File: config.mk
export PLATFORM = sky130hd
export DESIGN_NAME = i2cme_top
export DESIGN_NICKNAME = d
export VERILOG_FILES = /design/src/inc/i2cme_pkg.sv /design/src/design/i2cme_phy.sv /design/src/design/i2cme_top.sv
export SDC_FILE = /design/constraint.sdc
export NUM_CORES = 1
export LEC_CHECK = 0
export ABC_AREA = 1
export ABC_CLOCK_PERIOD_IN_PS = 5000
export BUFFER_PORTS_ARGS = -buffer_cell sky130_fd_sc_hd__buf_2
export CAP_MARGIN = 15
export CORE_UTILIZATION = 54
export CTS_CLUSTER_DIAMETER = 50
export DETAILED_ROUTE_END_ITERATION = 10
export HOLD_SLACK_MARGIN = 0.05
export PLACE_DENSITY = 0.76
export SLEW_MARGIN = 10
export SYNTH_ARGS = -nofsm -noshare
export SYNTH_HDL_FRONTEND = slang
export SYNTH_SLANG_ARGS = --single-unit
File: constraint.sdc
create_clock -name clk_i -period 5 [get_ports clk_i]
set_clock_uncertainty 0.15 [all_clocks]
set_input_delay 0.75 -clock clk_i [delete_from_list [all_inputs] [get_ports clk_i]]
set_output_delay 0.75 -clock clk_i [all_outputs]
set_load 0.02 [all_outputs]
File: src/inc/i2cme_pkg.sv
// Package: constants and types of the I2C controller engine
// Functional notes
// - A probe command addresses every target from 0x08 up to 0x77, both included, and reports each one that acknowledged.
// - Each probe address goes out with the read bit, and a target counts as present only if SDA is low in the following acknowledge slot.
// - A probe is refused unless the engine is configured as bus controller.
// - A start request pulls SDA from high to low while SCL is high.
// - A stop request releases SDA from low to high while SCL is high.
// - A raw read of N bytes clocks in exactly N bytes, with ACK after each byte but the last and NACK after the last.
// - A raw write sends each byte and checks its acknowledge slot, and a missing acknowledge aborts the write with an error.
// - An addressed read fetches exactly the requested number of bytes and reports how many were received.
// - An addressed write sends all bytes, and a per-command option chooses a closing stop or leaves the bus held.
// - Register-style accesses carry both the target bus address and an internal memory address.
// - The internal memory address width is selectable in bits and is eight bits when left unspecified.
// - A register-style write sends target address, memory address, then payload, and reports the count of bytes written.
// - Bus transactions start only while the controller setting is selected.
`default_nettype none
package i2cme_pkg;
  localparam int unsigned CLK_PERIOD_NS    = 40;
  localparam int unsigned SCL_QUARTER_NS   = 2500;
  localparam int unsigned QUARTER_CYC      = (SCL_QUARTER_NS + CLK_PERIOD_NS - 1) / CLK_PERIOD_NS;
  localparam logic [6:0]  PROBE_FIRST      = 7'h08;
  localparam logic [6:0]  PROBE_LAST       = 7'h77;
  localparam logic [5:0]  MEM_BITS_DEFAULT = 6'h08;
  localparam int unsigned MADDR_W          = 32;
  localparam logic [2:0]  MADDR_BYTES_MAX  = 3'h4;
  localparam logic [2:0]  MB_LAST          = 3'h1;
  localparam int unsigned NB_W             = 16;
  localparam logic [NB_W-1:0] NB_LAST      = 16'h0001;
  localparam logic        DIR_RD           = 1'b1;
  localparam logic        DIR_WR           = 1'b0;
  localparam logic [3:0]  LAST_BIT         = 4'h8;
  localparam logic [7:0]  RD_FILL          = 8'hff;

  typedef enum logic [3:0] {
    OP_PROBE  = 4'h0,
    OP_START  = 4'h1,
    OP_STOP   = 4'h2,
    OP_RAW_RD = 4'h3,
    OP_RAW_WR = 4'h4,
    OP_RD     = 4'h5,
    OP_WR     = 4'h6,
    OP_MEM_RD = 4'h7,
    OP_MEM_WR = 4'h8
  } i2cme_op_t;

  typedef enum logic [1:0] {
    L_START = 2'h0,
    L_STOP  = 2'h1,
    L_BYTE  = 2'h2
  } i2cme_lop_t;

  typedef enum logic [3:0] {
    P_IDLE   = 4'h0,
    P_START  = 4'h1,
    P_ADDR   = 4'h2,
    P_MADDR  = 4'h3,
    P_RSTART = 4'h4,
    P_RADDR  = 4'h5,
    P_WDATA  = 4'h6,
    P_RDATA  = 4'h7,
    P_STOP   = 4'h8
  } i2cme_ph_t;

  typedef struct packed {
    i2cme_op_t          op;
    logic [6:0]         addr;
    logic [MADDR_W-1:0] mem_addr;
    logic [5:0]         mem_bits;
    logic [NB_W-1:0]    nbytes;
    logic               stop;
  } i2cme_cmd_t;
endpackage : i2cme_pkg
`default_nettype wire

File: src/design/i2cme_phy.sv
// Bit engine: start, stop and nine-bit byte slots on SCL and SDA
`default_nettype none
module i2cme_phy #(
  parameter int unsigned QUARTER = i2cme_pkg::QUARTER_CYC
) (
  input  wire logic                  clk_i,
  input  wire logic                  rst_i,
  input  wire logic                  go_i,
  input  wire i2cme_pkg::i2cme_lop_t op_i,
  input  wire logic [7:0]            tx_i,
  input  wire logic                  ack_i,
  input  wire logic                  sda_i,
  output logic                       done_o,
  output logic [7:0]                 rx_o,
  output logic                       nack_o,
  output logic                       scl_o,
  output logic                       scl_oe_o,
  output logic                       sda_o,
  output logic                       sda_oe_o
);
  localparam int unsigned DIV_W = $clog2(QUARTER + 1);
  localparam logic [DIV_W-1:0] DIV_LAST = DIV_W'(QUARTER - 1);

  logic                  act_reg, act_next;
  i2cme_pkg::i2cme_lop_t kind_reg, kind_next;
  logic [1:0]            q_reg, q_next;
  logic [DIV_W-1:0]      div_reg, div_next;
  logic [3:0]            bit_reg, bit_next;
  logic [8:0]            sh_reg, sh_next;
  logic [8:0]            rx_reg, rx_next;
  logic                  scl_next, sda_next, done_next;

  assign rx_o   = rx_reg[8:1];
  assign nack_o = rx_reg[0];

  always_comb begin
    act_next  = act_reg;
    kind_next = kind_reg;
    q_next    = q_reg;
    div_next  = div_reg;
    bit_next  = bit_reg;
    sh_next   = sh_reg;
    rx_next   = rx_reg;
    scl_next  = scl_oe_o;
    sda_next  = sda_oe_o;
    done_next = 1'b0;
    if (!act_reg) begin
      if (go_i) begin
        act_next  = 1'b1;
        kind_next = op_i;
        q_next    = 2'h0;
        div_next  = '0;
        bit_next  = 4'h0;
        sh_next   = {tx_i, ~ack_i};
        unique case (op_i)
          i2cme_pkg::L_START: sda_next = 1'b0;
          i2cme_pkg::L_STOP:  sda_next = 1'b1;
          default:            sda_next = ~tx_i[7];
        endcase
      end
    end else if (div_reg != DIV_LAST) begin
      div_next = div_reg + DIV_W'(1);
    end else begin
      div_next = '0;
      q_next   = q_reg + 2'h1;
      unique case (q_reg)
        2'h0: scl_next = 1'b0;
        2'h1: begin
          if (kind_reg == i2cme_pkg::L_START) begin
            sda_next = 1'b1;
          end else if (kind_reg == i2cme_pkg::L_STOP) begin
            sda_next = 1'b0;
          end else begin
            rx_next = {rx_reg[7:0], sda_i};
          end
        end
        2'h2: if (kind_reg != i2cme_pkg::L_STOP) begin
          scl_next = 1'b1;
        end
        2'h3: begin
          if (kind_reg == i2cme_pkg::L_BYTE && bit_reg != i2cme_pkg::LAST_BIT) begin
            bit_next = bit_reg + 4'h1;
            sh_next  = {sh_reg[7:0], 1'b1};
            sda_next = ~sh_reg[7];
          end else begin
            act_next  = 1'b0;
            done_next = 1'b1;
          end
        end
      endcase
    end
  end

  always_ff @(posedge clk_i or posedge rst_i) begin
    if (rst_i) begin
      act_reg  <= 1'b0;
      kind_reg <= i2cme_pkg::L_START;
      q_reg    <= 2'h0;
      div_reg  <= '0;
      bit_reg  <= 4'h0;
      sh_reg   <= 9'h000;
      rx_reg   <= 9'h000;
      scl_oe_o <= 1'b0;
      sda_oe_o <= 1'b0;
      done_o   <= 1'b0;
      scl_o    <= 1'b0;
      sda_o    <= 1'b0;
    end else begin
      act_reg  <= act_next;
      kind_reg <= kind_next;
      q_reg    <= q_next;
      div_reg  <= div_next;
      bit_reg  <= bit_next;
      sh_reg   <= sh_next;
      rx_reg   <= rx_next;
      scl_oe_o <= scl_next;
      sda_oe_o <= sda_next;
      done_o   <= done_next;
      scl_o    <= 1'b0;
      sda_o    <= 1'b0;
    end
  end
endmodule : i2cme_phy
`default_nettype wire

File: src/design/i2cme_top.sv
// Top: command sequencer of the I2C controller engine
`default_nettype none
module i2cme_top #(
  parameter int unsigned QUARTER = i2cme_pkg::QUARTER_CYC
) (
  input  wire logic                      clk_i,
  input  wire logic                      rst_i,
  input  wire logic                      ctrl_mode_i,
  input  wire logic                      cmd_valid_i,
  input  wire i2cme_pkg::i2cme_cmd_t     cmd_i,
  output logic                           cmd_ready_o,
  output logic                           cmd_refused_o,
  input  wire logic [7:0]                wr_data_i,
  input  wire logic                      wr_valid_i,
  output logic                           wr_ready_o,
  output logic [7:0]                     rd_data_o,
  output logic                           rd_valid_o,
  output logic                           done_o,
  output logic                           err_o,
  output logic [i2cme_pkg::NB_W-1:0]     count_o,
  output logic                           probe_hit_o,
  output logic [6:0]                     probe_addr_o,
  input  wire logic                      sda_i,
  output logic                           sda_o,
  output logic                           sda_oe_o,
  output logic                           scl_o,
  output logic                           scl_oe_o
);
  localparam int unsigned NB_W = i2cme_pkg::NB_W;
  localparam int unsigned MW   = i2cme_pkg::MADDR_W;

  i2cme_pkg::i2cme_ph_t  ph_reg, ph_next;
  i2cme_pkg::i2cme_op_t  op_reg, op_next;
  logic [6:0]            addr_next;
  logic [MW-1:0]         msh_reg, msh_next;
  logic [2:0]            mb_reg, mb_next;
  logic [NB_W-1:0]       n_reg, n_next;
  logic [NB_W-1:0]       cnt_next;
  logic                  stop_reg, stop_next;
  logic                  err_next, done_next, ready_next, refused_next;
  logic                  wrdy_next, rdv_next, hit_next;
  logic [7:0]            rdd_next;
  logic                  issue, fin, refuse, is_data;
  logic [2:0]            mb_cmd;
  logic [5:0]            mshift;
  logic                  go;
  i2cme_pkg::i2cme_lop_t lop;
  logic [7:0]            ltx;
  logic                  lack;
  logic                  ldone, lnack;
  logic [7:0]            lrx;

  i2cme_phy #(
    .QUARTER (QUARTER)
  ) u_phy (
    .clk_i    (clk_i),
    .rst_i    (rst_i),
    .go_i     (go),
    .op_i     (lop),
    .tx_i     (ltx),
    .ack_i    (lack),
    .sda_i    (sda_i),
    .done_o   (ldone),
    .rx_o     (lrx),
    .nack_o   (lnack),
    .scl_o    (scl_o),
    .scl_oe_o (scl_oe_o),
    .sda_o    (sda_o),
    .sda_oe_o (sda_oe_o)
  );

  always_comb begin
    mb_cmd  = (cmd_i.mem_bits == 6'h00) ? i2cme_pkg::MEM_BITS_DEFAULT[5:3] : cmd_i.mem_bits[5:3];
    mshift  = {3'(i2cme_pkg::MADDR_BYTES_MAX - mb_cmd), 3'h0};
    is_data = cmd_i.op != i2cme_pkg::OP_PROBE && cmd_i.op != i2cme_pkg::OP_START && cmd_i.op != i2cme_pkg::OP_STOP;
    refuse  = !ctrl_mode_i
            || cmd_i.op > i2cme_pkg::OP_MEM_WR
            || (is_data && cmd_i.nbytes == '0)
            || mb_cmd == 3'h0
            || mb_cmd > i2cme_pkg::MADDR_BYTES_MAX;
  end

  always_comb begin
    ph_next      = ph_reg;
    op_next      = op_reg;
    addr_next    = probe_addr_o;
    msh_next     = msh_reg;
    mb_next      = mb_reg;
    n_next       = n_reg;
    cnt_next     = count_o;
    stop_next    = stop_reg;
    err_next     = err_o;
    ready_next   = cmd_ready_o;
    wrdy_next    = wr_ready_o;
    rdd_next     = rd_data_o;
    refused_next = 1'b0;
    done_next    = 1'b0;
    rdv_next     = 1'b0;
    hit_next     = 1'b0;
    issue        = 1'b0;
    fin          = 1'b0;
    go           = 1'b0;
    lop          = i2cme_pkg::L_BYTE;
    ltx          = i2cme_pkg::RD_FILL;
    lack         = 1'b0;
    unique case (ph_reg)
      i2cme_pkg::P_IDLE: begin
        if (cmd_valid_i && cmd_ready_o) begin
          if (refuse) begin
            refused_next = 1'b1;
          end else begin
            ready_next = 1'b0;
            issue      = 1'b1;
            op_next    = cmd_i.op;
            addr_next  = (cmd_i.op == i2cme_pkg::OP_PROBE) ? i2cme_pkg::PROBE_FIRST : cmd_i.addr;
            msh_next   = cmd_i.mem_addr << mshift;
            mb_next    = mb_cmd;
            n_next     = cmd_i.nbytes;
            stop_next  = cmd_i.stop;
            cnt_next   = '0;
            err_next   = 1'b0;
            unique case (cmd_i.op)
              i2cme_pkg::OP_STOP:   ph_next = i2cme_pkg::P_STOP;
              i2cme_pkg::OP_RAW_RD: ph_next = i2cme_pkg::P_RDATA;
              i2cme_pkg::OP_RAW_WR: ph_next = i2cme_pkg::P_WDATA;
              default:              ph_next = i2cme_pkg::P_START;
            endcase
          end
        end
      end
      i2cme_pkg::P_START: if (ldone) begin
        issue   = op_reg != i2cme_pkg::OP_START;
        fin     = op_reg == i2cme_pkg::OP_START;
        ph_next = i2cme_pkg::P_ADDR;
      end
      i2cme_pkg::P_ADDR: if (ldone) begin
        issue = 1'b1;
        if (op_reg == i2cme_pkg::OP_PROBE) begin
          hit_next = !lnack;
          ph_next  = i2cme_pkg::P_STOP;
        end else if (lnack) begin
          err_next = 1'b1;
          ph_next  = i2cme_pkg::P_STOP;
        end else if (op_reg == i2cme_pkg::OP_RD) begin
          ph_next = i2cme_pkg::P_RDATA;
        end else if (op_reg == i2cme_pkg::OP_WR) begin
          ph_next = i2cme_pkg::P_WDATA;
        end else begin
          ph_next = i2cme_pkg::P_MADDR;
        end
      end
      i2cme_pkg::P_MADDR: if (ldone) begin
        issue = 1'b1;
        if (lnack) begin
          err_next = 1'b1;
          ph_next  = i2cme_pkg::P_STOP;
        end else if (mb_reg != i2cme_pkg::MB_LAST) begin
          mb_next  = mb_reg - 3'h1;
          msh_next = {msh_reg[MW-9:0], 8'h00};
        end else if (op_reg == i2cme_pkg::OP_MEM_RD) begin
          ph_next = i2cme_pkg::P_RSTART;
        end else begin
          ph_next = i2cme_pkg::P_WDATA;
        end
      end
      i2cme_pkg::P_RSTART: if (ldone) begin
        issue   = 1'b1;
        ph_next = i2cme_pkg::P_RADDR;
      end
      i2cme_pkg::P_RADDR: if (ldone) begin
        issue    = 1'b1;
        err_next = lnack;
        ph_next  = lnack ? i2cme_pkg::P_STOP : i2cme_pkg::P_RDATA;
      end
      i2cme_pkg::P_WDATA: begin
        if (wr_ready_o && wr_valid_i) begin
          wrdy_next = 1'b0;
          go        = 1'b1;
          ltx       = wr_data_i;
        end
        if (ldone) begin
          issue = 1'b1;
          if (lnack) begin
            err_next = 1'b1;
            fin      = op_reg == i2cme_pkg::OP_RAW_WR;
            ph_next  = i2cme_pkg::P_STOP;
          end else begin
            cnt_next = count_o + NB_W'(1);
            n_next   = n_reg - NB_W'(1);
            if (n_reg == i2cme_pkg::NB_LAST) begin
              fin     = op_reg == i2cme_pkg::OP_RAW_WR || (op_reg == i2cme_pkg::OP_WR && !stop_reg);
              ph_next = i2cme_pkg::P_STOP;
            end
          end
        end
      end
      i2cme_pkg::P_RDATA: if (ldone) begin
        issue    = 1'b1;
        rdv_next = 1'b1;
        rdd_next = lrx;
        cnt_next = count_o + NB_W'(1);
        n_next   = n_reg - NB_W'(1);
        if (n_reg == i2cme_pkg::NB_LAST) begin
          fin     = op_reg == i2cme_pkg::OP_RAW_RD;
          ph_next = i2cme_pkg::P_STOP;
        end
      end
      i2cme_pkg::P_STOP: if (ldone) begin
        if (op_reg == i2cme_pkg::OP_PROBE && probe_addr_o != i2cme_pkg::PROBE_LAST) begin
          addr_next = probe_addr_o + 7'h01;
          issue     = 1'b1;
          ph_next   = i2cme_pkg::P_START;
        end else begin
          fin = 1'b1;
        end
      end
      default: ph_next = i2cme_pkg::P_IDLE;
    endcase
    if (fin) begin
      issue      = 1'b0;
      ph_next    = i2cme_pkg::P_IDLE;
      ready_next = 1'b1;
      done_next  = 1'b1;
    end
    if (issue) begin
      go = 1'b1;
      unique case (ph_next)
        i2cme_pkg::P_START,
        i2cme_pkg::P_RSTART: lop = i2cme_pkg::L_START;
        i2cme_pkg::P_STOP:   lop = i2cme_pkg::L_STOP;
        i2cme_pkg::P_ADDR:   ltx = {addr_next, (op_reg == i2cme_pkg::OP_PROBE || op_reg == i2cme_pkg::OP_RD) ?
                                    i2cme_pkg::DIR_RD : i2cme_pkg::DIR_WR};
        i2cme_pkg::P_RADDR:  ltx = {probe_addr_o, i2cme_pkg::DIR_RD};
        i2cme_pkg::P_MADDR:  ltx = msh_next[MW-1 -: 8];
        i2cme_pkg::P_RDATA:  lack = n_next != i2cme_pkg::NB_LAST;
        i2cme_pkg::P_WDATA: begin
          go        = 1'b0;
          wrdy_next = 1'b1;
        end
        default: go = 1'b0;
      endcase
    end
  end

  always_ff @(posedge clk_i or posedge rst_i) begin
    if (rst_i) begin
      ph_reg        <= i2cme_pkg::P_IDLE;
      op_reg        <= i2cme_pkg::OP_PROBE;
      probe_addr_o  <= 7'h00;
      msh_reg       <= '0;
      mb_reg        <= 3'h0;
      n_reg         <= '0;
      count_o       <= '0;
      stop_reg      <= 1'b0;
      err_o         <= 1'b0;
      cmd_ready_o   <= 1'b1;
      cmd_refused_o <= 1'b0;
      wr_ready_o    <= 1'b0;
      rd_data_o     <= 8'h00;
      rd_valid_o    <= 1'b0;
      done_o        <= 1'b0;
      probe_hit_o   <= 1'b0;
    end else begin
      ph_reg        <= ph_next;
      op_reg        <= op_next;
      probe_addr_o  <= addr_next;
      msh_reg       <= msh_next;
      mb_reg        <= mb_next;
      n_reg         <= n_next;
      count_o       <= cnt_next;
      stop_reg      <= stop_next;
      err_o         <= err_next;
      cmd_ready_o   <= ready_next;
      cmd_refused_o <= refused_next;
      wr_ready_o    <= wrdy_next;
      rd_data_o     <= rdd_next;
      rd_valid_o    <= rdv_next;
      done_o        <= done_next;
      probe_hit_o   <= hit_next;
    end
  end
endmodule : i2cme_top
`default_nettype wire

==> summary.md <==
| Metric | Value |
|---|---|
| CTS Buffer Depth | 2 |
| CTS Hold Buffers Added | 0 |
| DIE AREA | about 17000 sq um |
| Worst-Skew Late Latency | ~0.43 ns |
| Pwr/cell area | 253 nW/um^2 |
| Final setup fails | 0 |
| Final Hold Vio Count | 0 |
| Vias per cell | 5.55 |
| Hold Crit Class | in -> async |
| Most numerous cell in the Yosys netlist | nand2_1 |
| Post-CTS setup buffer count | 0 |
| Max IR drop VDD | between 0.0002 and 0.00025 V |
| Sw Share | 23.3% |
| Sequential power share | about two fifths |
| CTS tree | built |
| Number of global-route vias before repair | around 8.4k |
| CP max FO | 15 |
| RR Startpoint | u_phy.done_o$_DFF_PP0_ |
| Synth Cell Area | 8830 sq um |
| Worst-margin pin slew | approximately 0.93 ns |
| Routed WL | around 25000 um |
| Net Switching | 0.000604 W |
| Inserted Clock Buffers | 17 |
| Post-synth top flop | dfrtp_1 |
| Mapped Cells | approximately 1.3k |
| Yosys top cell area share | 37.4% |
| # fillers | between 1k and 1.5k |
| Row count | 46 |
| Most instantiated cells after synthesis | nand2_1 (347), inv_1 (156), nor2_1 (147), dfrtp_1 (132), nand3_1 (103) |
| Synth cell types | 52 |
| Initial antenna violation count | 0 |
| Post-synthesis async set-or-reset flop share | 100% |
| Worst EP required | 5.21 ns |
| DP Wirelength | around 19000 um |
| Final slew viol count | 0 |
| Starting Density | 55.4% |
| Number of antenna-violating nets in the routed design | 0 |
| GRT Residual Overflow | 0 |
| Syn avg cell area | 6.86 sq um |
| Layout Nets | 1497 |
| Clock sinks | 133 |
| Status | complete, no violations |
| Max reg flops | 32 |
| Area grow syn2layout | 16.2% |
| Worst r2r path cells | 9 |
| Critical path class | in -> reg |
| Arrival time worst endpoint | between 3 and 4 ns |
| Fin crit share | 71.2% |
| Int Power | 0.00199 W |
| Root buffer cell | clkbuf_16 |
| Drt drc | 0 |
| Number of synthesized register bits | 133 |
| Core area | 15900 sq um |
| Leak pwr | 5.26 nW |
| DRT Pass-1 Iters | 6 |
| Largest net degree at the start of global routing | 101 |
| R2R Path End | msh_reg[12]$_DFFE_PP0P_ |
| Reg2reg setup slack | around 1.6 ns |
| Layout cells sized above 1 | 17.3% |
| Chip Width | 130 um |
| Crit path to | u_phy.sh_reg[0]$_DFFE_PP0P_ |
| I/O pin count | 122 |
| Die span in y | ~130 um |
| Power consumption | 0.00260 W |
| Comb pwr share | roughly 5.5% |
| Final setup TNS | 0 ns |
| Yosys top cell by area | dfrtp_1 |
| Worst Setup End Kind | register |
| Routed via count | 9045 |
| Number of port buffers | 119 |
| CTS resizes | 0 |
| Number of synthesized flops with an enable pin | 0 |
| Worst slew margin | 37.9% |
| Clk slew on worst S/H paths | 0.06 ns |
| First-pass GRT wire length | just over 40000 um |
| WL/cell | 15.4 um |
| Max cap viols | 0 |
| Fin crit period | 3.56 ns |
| Hold slack | 0.323 ns |
| CP Launch Point | cmd_i[22] |
| RSZ-0062 raised after global routing | false |
| Clock group share of total power | 53.0% |
| Yosys warning count | 0 |
| Initial DRC count | roughly 790 |
| GPL Wtd Cong | 1.01 |
| N_diodes | 0 |
| GRT Util Overall | 31.9% |
| Fmax | 0.281 GHz |
| Finished Core Util | 64.3% |
| Htree depth | 4 |
| Sequential share of the synthesized area | 37.7% |
| Synth top area cells | dfrtp_1 (37%), nand2_1 (15%), inv_1 (6.6%) |
| CP startpoint kind | primary input |
## kinds of logic (layout without fill, tap and decap cells)
logic type / Yosys count / count (layout) / synth area share [%]
AND/OR/NAND/NOR: 705 / 705 / 35.7
buffers and inverters: 212 / 338 / 9.36
AO/OA/AOI/OAI: 206 / 206 / 13.6
flip-flops: 133 / 133 / 37.7
adder cells (fa/ha/maj): 16 / 16 / 2.27
XOR/XNOR: 13 / 13 / 1.29
other: 1 / 2 / 0.0425
multiplexers: 1 / 1 / 0.113
## worst min path at each step
stage / startpoint / end / slack, ns / cells past startpoint
6_report: rst_i / rd_data_o[6]$_DFFE_PP0P_ / 0.32 / 2
5_1_grt: rd_data_o[7]$_DFFE_PP0P_ / rd_data_o[7]$_DFFE_PP0P_ / 0.35 / 2
4_1_cts: cmd_ready_o$_DFFE_PP1P_ / cmd_ready_o$_DFFE_PP1P_ / 0.33 / 2
3_5_place_dp: rd_data_o[7]$_DFFE_PP0P_ / rd_data_o[7]$_DFFE_PP0P_ / 0.32 / 2
3_3_place_gp: rd_data_o[7]$_DFFE_PP0P_ / rd_data_o[7]$_DFFE_PP0P_ / 0.31 / 2
2_1_floorplan: u_phy.rx_reg[8]$_DFFE_PP0P_ / rd_data_o[7]$_DFFE_PP0P_ / 0.29 / 2
## layout make-up
type,instances,area (sq um),area share (%)
Inverter,179,678,6.61
Timing Repair Buffer,127,656,6.39
Clock inverter,13,194,1.89
Multi-Input combinational cell,943,4670,45.6
Clock buffer,19,453,4.42
Tap cell,216,270,2.64
Sequential cell,133,3330,32.5
## worst max-delay path: stages
cell     delay, ns
buf_2         0.12
nor2_1        0.09
nand3_1       0.10
nand2_1       0.08
inv_1         0.07
ha_1          0.20
ha_1          0.19
nor2_1        0.09
nand2_1       0.07
nor2_2        0.29
nand3_1       0.25
nand2_1       0.11
buf_4         0.24
nand2_2       0.18
o21ai_0       0.19
nand3_1       0.11
nor2_1        0.11
nand2_1       0.05
nor2_1        0.18
nand3_1       0.11
nand2_1       0.07
inv_1         0.05
nor2_1        0.07
## per-stage QoR
| stage | setup WS (ns) | cells | instance area [sq um] |
|---|---|---|---|
| global route | 1.06 | 1630 | 10300 |
| finish | 1.44 | 1630 | 10300 |
| detailed placement | 1.02 | 1598 | 9610 |
| CTS | 1.50 | 1630 | 10300 |
| floorplan | 0.547 | 1288 | 8830 |
| global placement | 1.14 | 1598 | 9610 |
## cell usage in the layout, fill, tap and decap left out, drive strengths merged, types with 6 or more instances in the layout
master,netlist,final
a21oi,42,42
buf,13,127
clkbuf,20,19
dfrtp,132,132
ha,16,16
inv,178,182
nand2,359,359
nand3,115,115
nand3b,10,10
nand4,25,25
nor2,164,164
nor3,14,14
o211ai,10,10
o21ai,109,109
o221ai,6,6
o22ai,10,10
o32ai,7,7
or2,13,13
xor2,11,11
## power by group through the flow
stage	Clock [W]	Sequential (W)	Combinational [W]
final	0.00138	0.00108	0.000142
after floorplan	0	0.00110	0.0000788
after detailed placement	0	0.00110	0.000141
after global placement	0	0.00110	0.000141
after global routing	0.00144	0.00108	0.000161
after CTS	0.00139	0.00108	0.000142
## layer usage
| layer | global-route usage [%] | part of all wire, % | wire length [um] |
|---|---|---|---|
| met1 | 42.1 | 43 | 10900 |
| met2 | 50.4 | 46 | 11500 |
| met3 | 6.64 | 7.6 | 1910 |
| met4 | 14.8 | 3.4 | 844 |
| met5 | 0 | 0 | 0 |
Note: power is estimated with default switching activity, not from simulation.
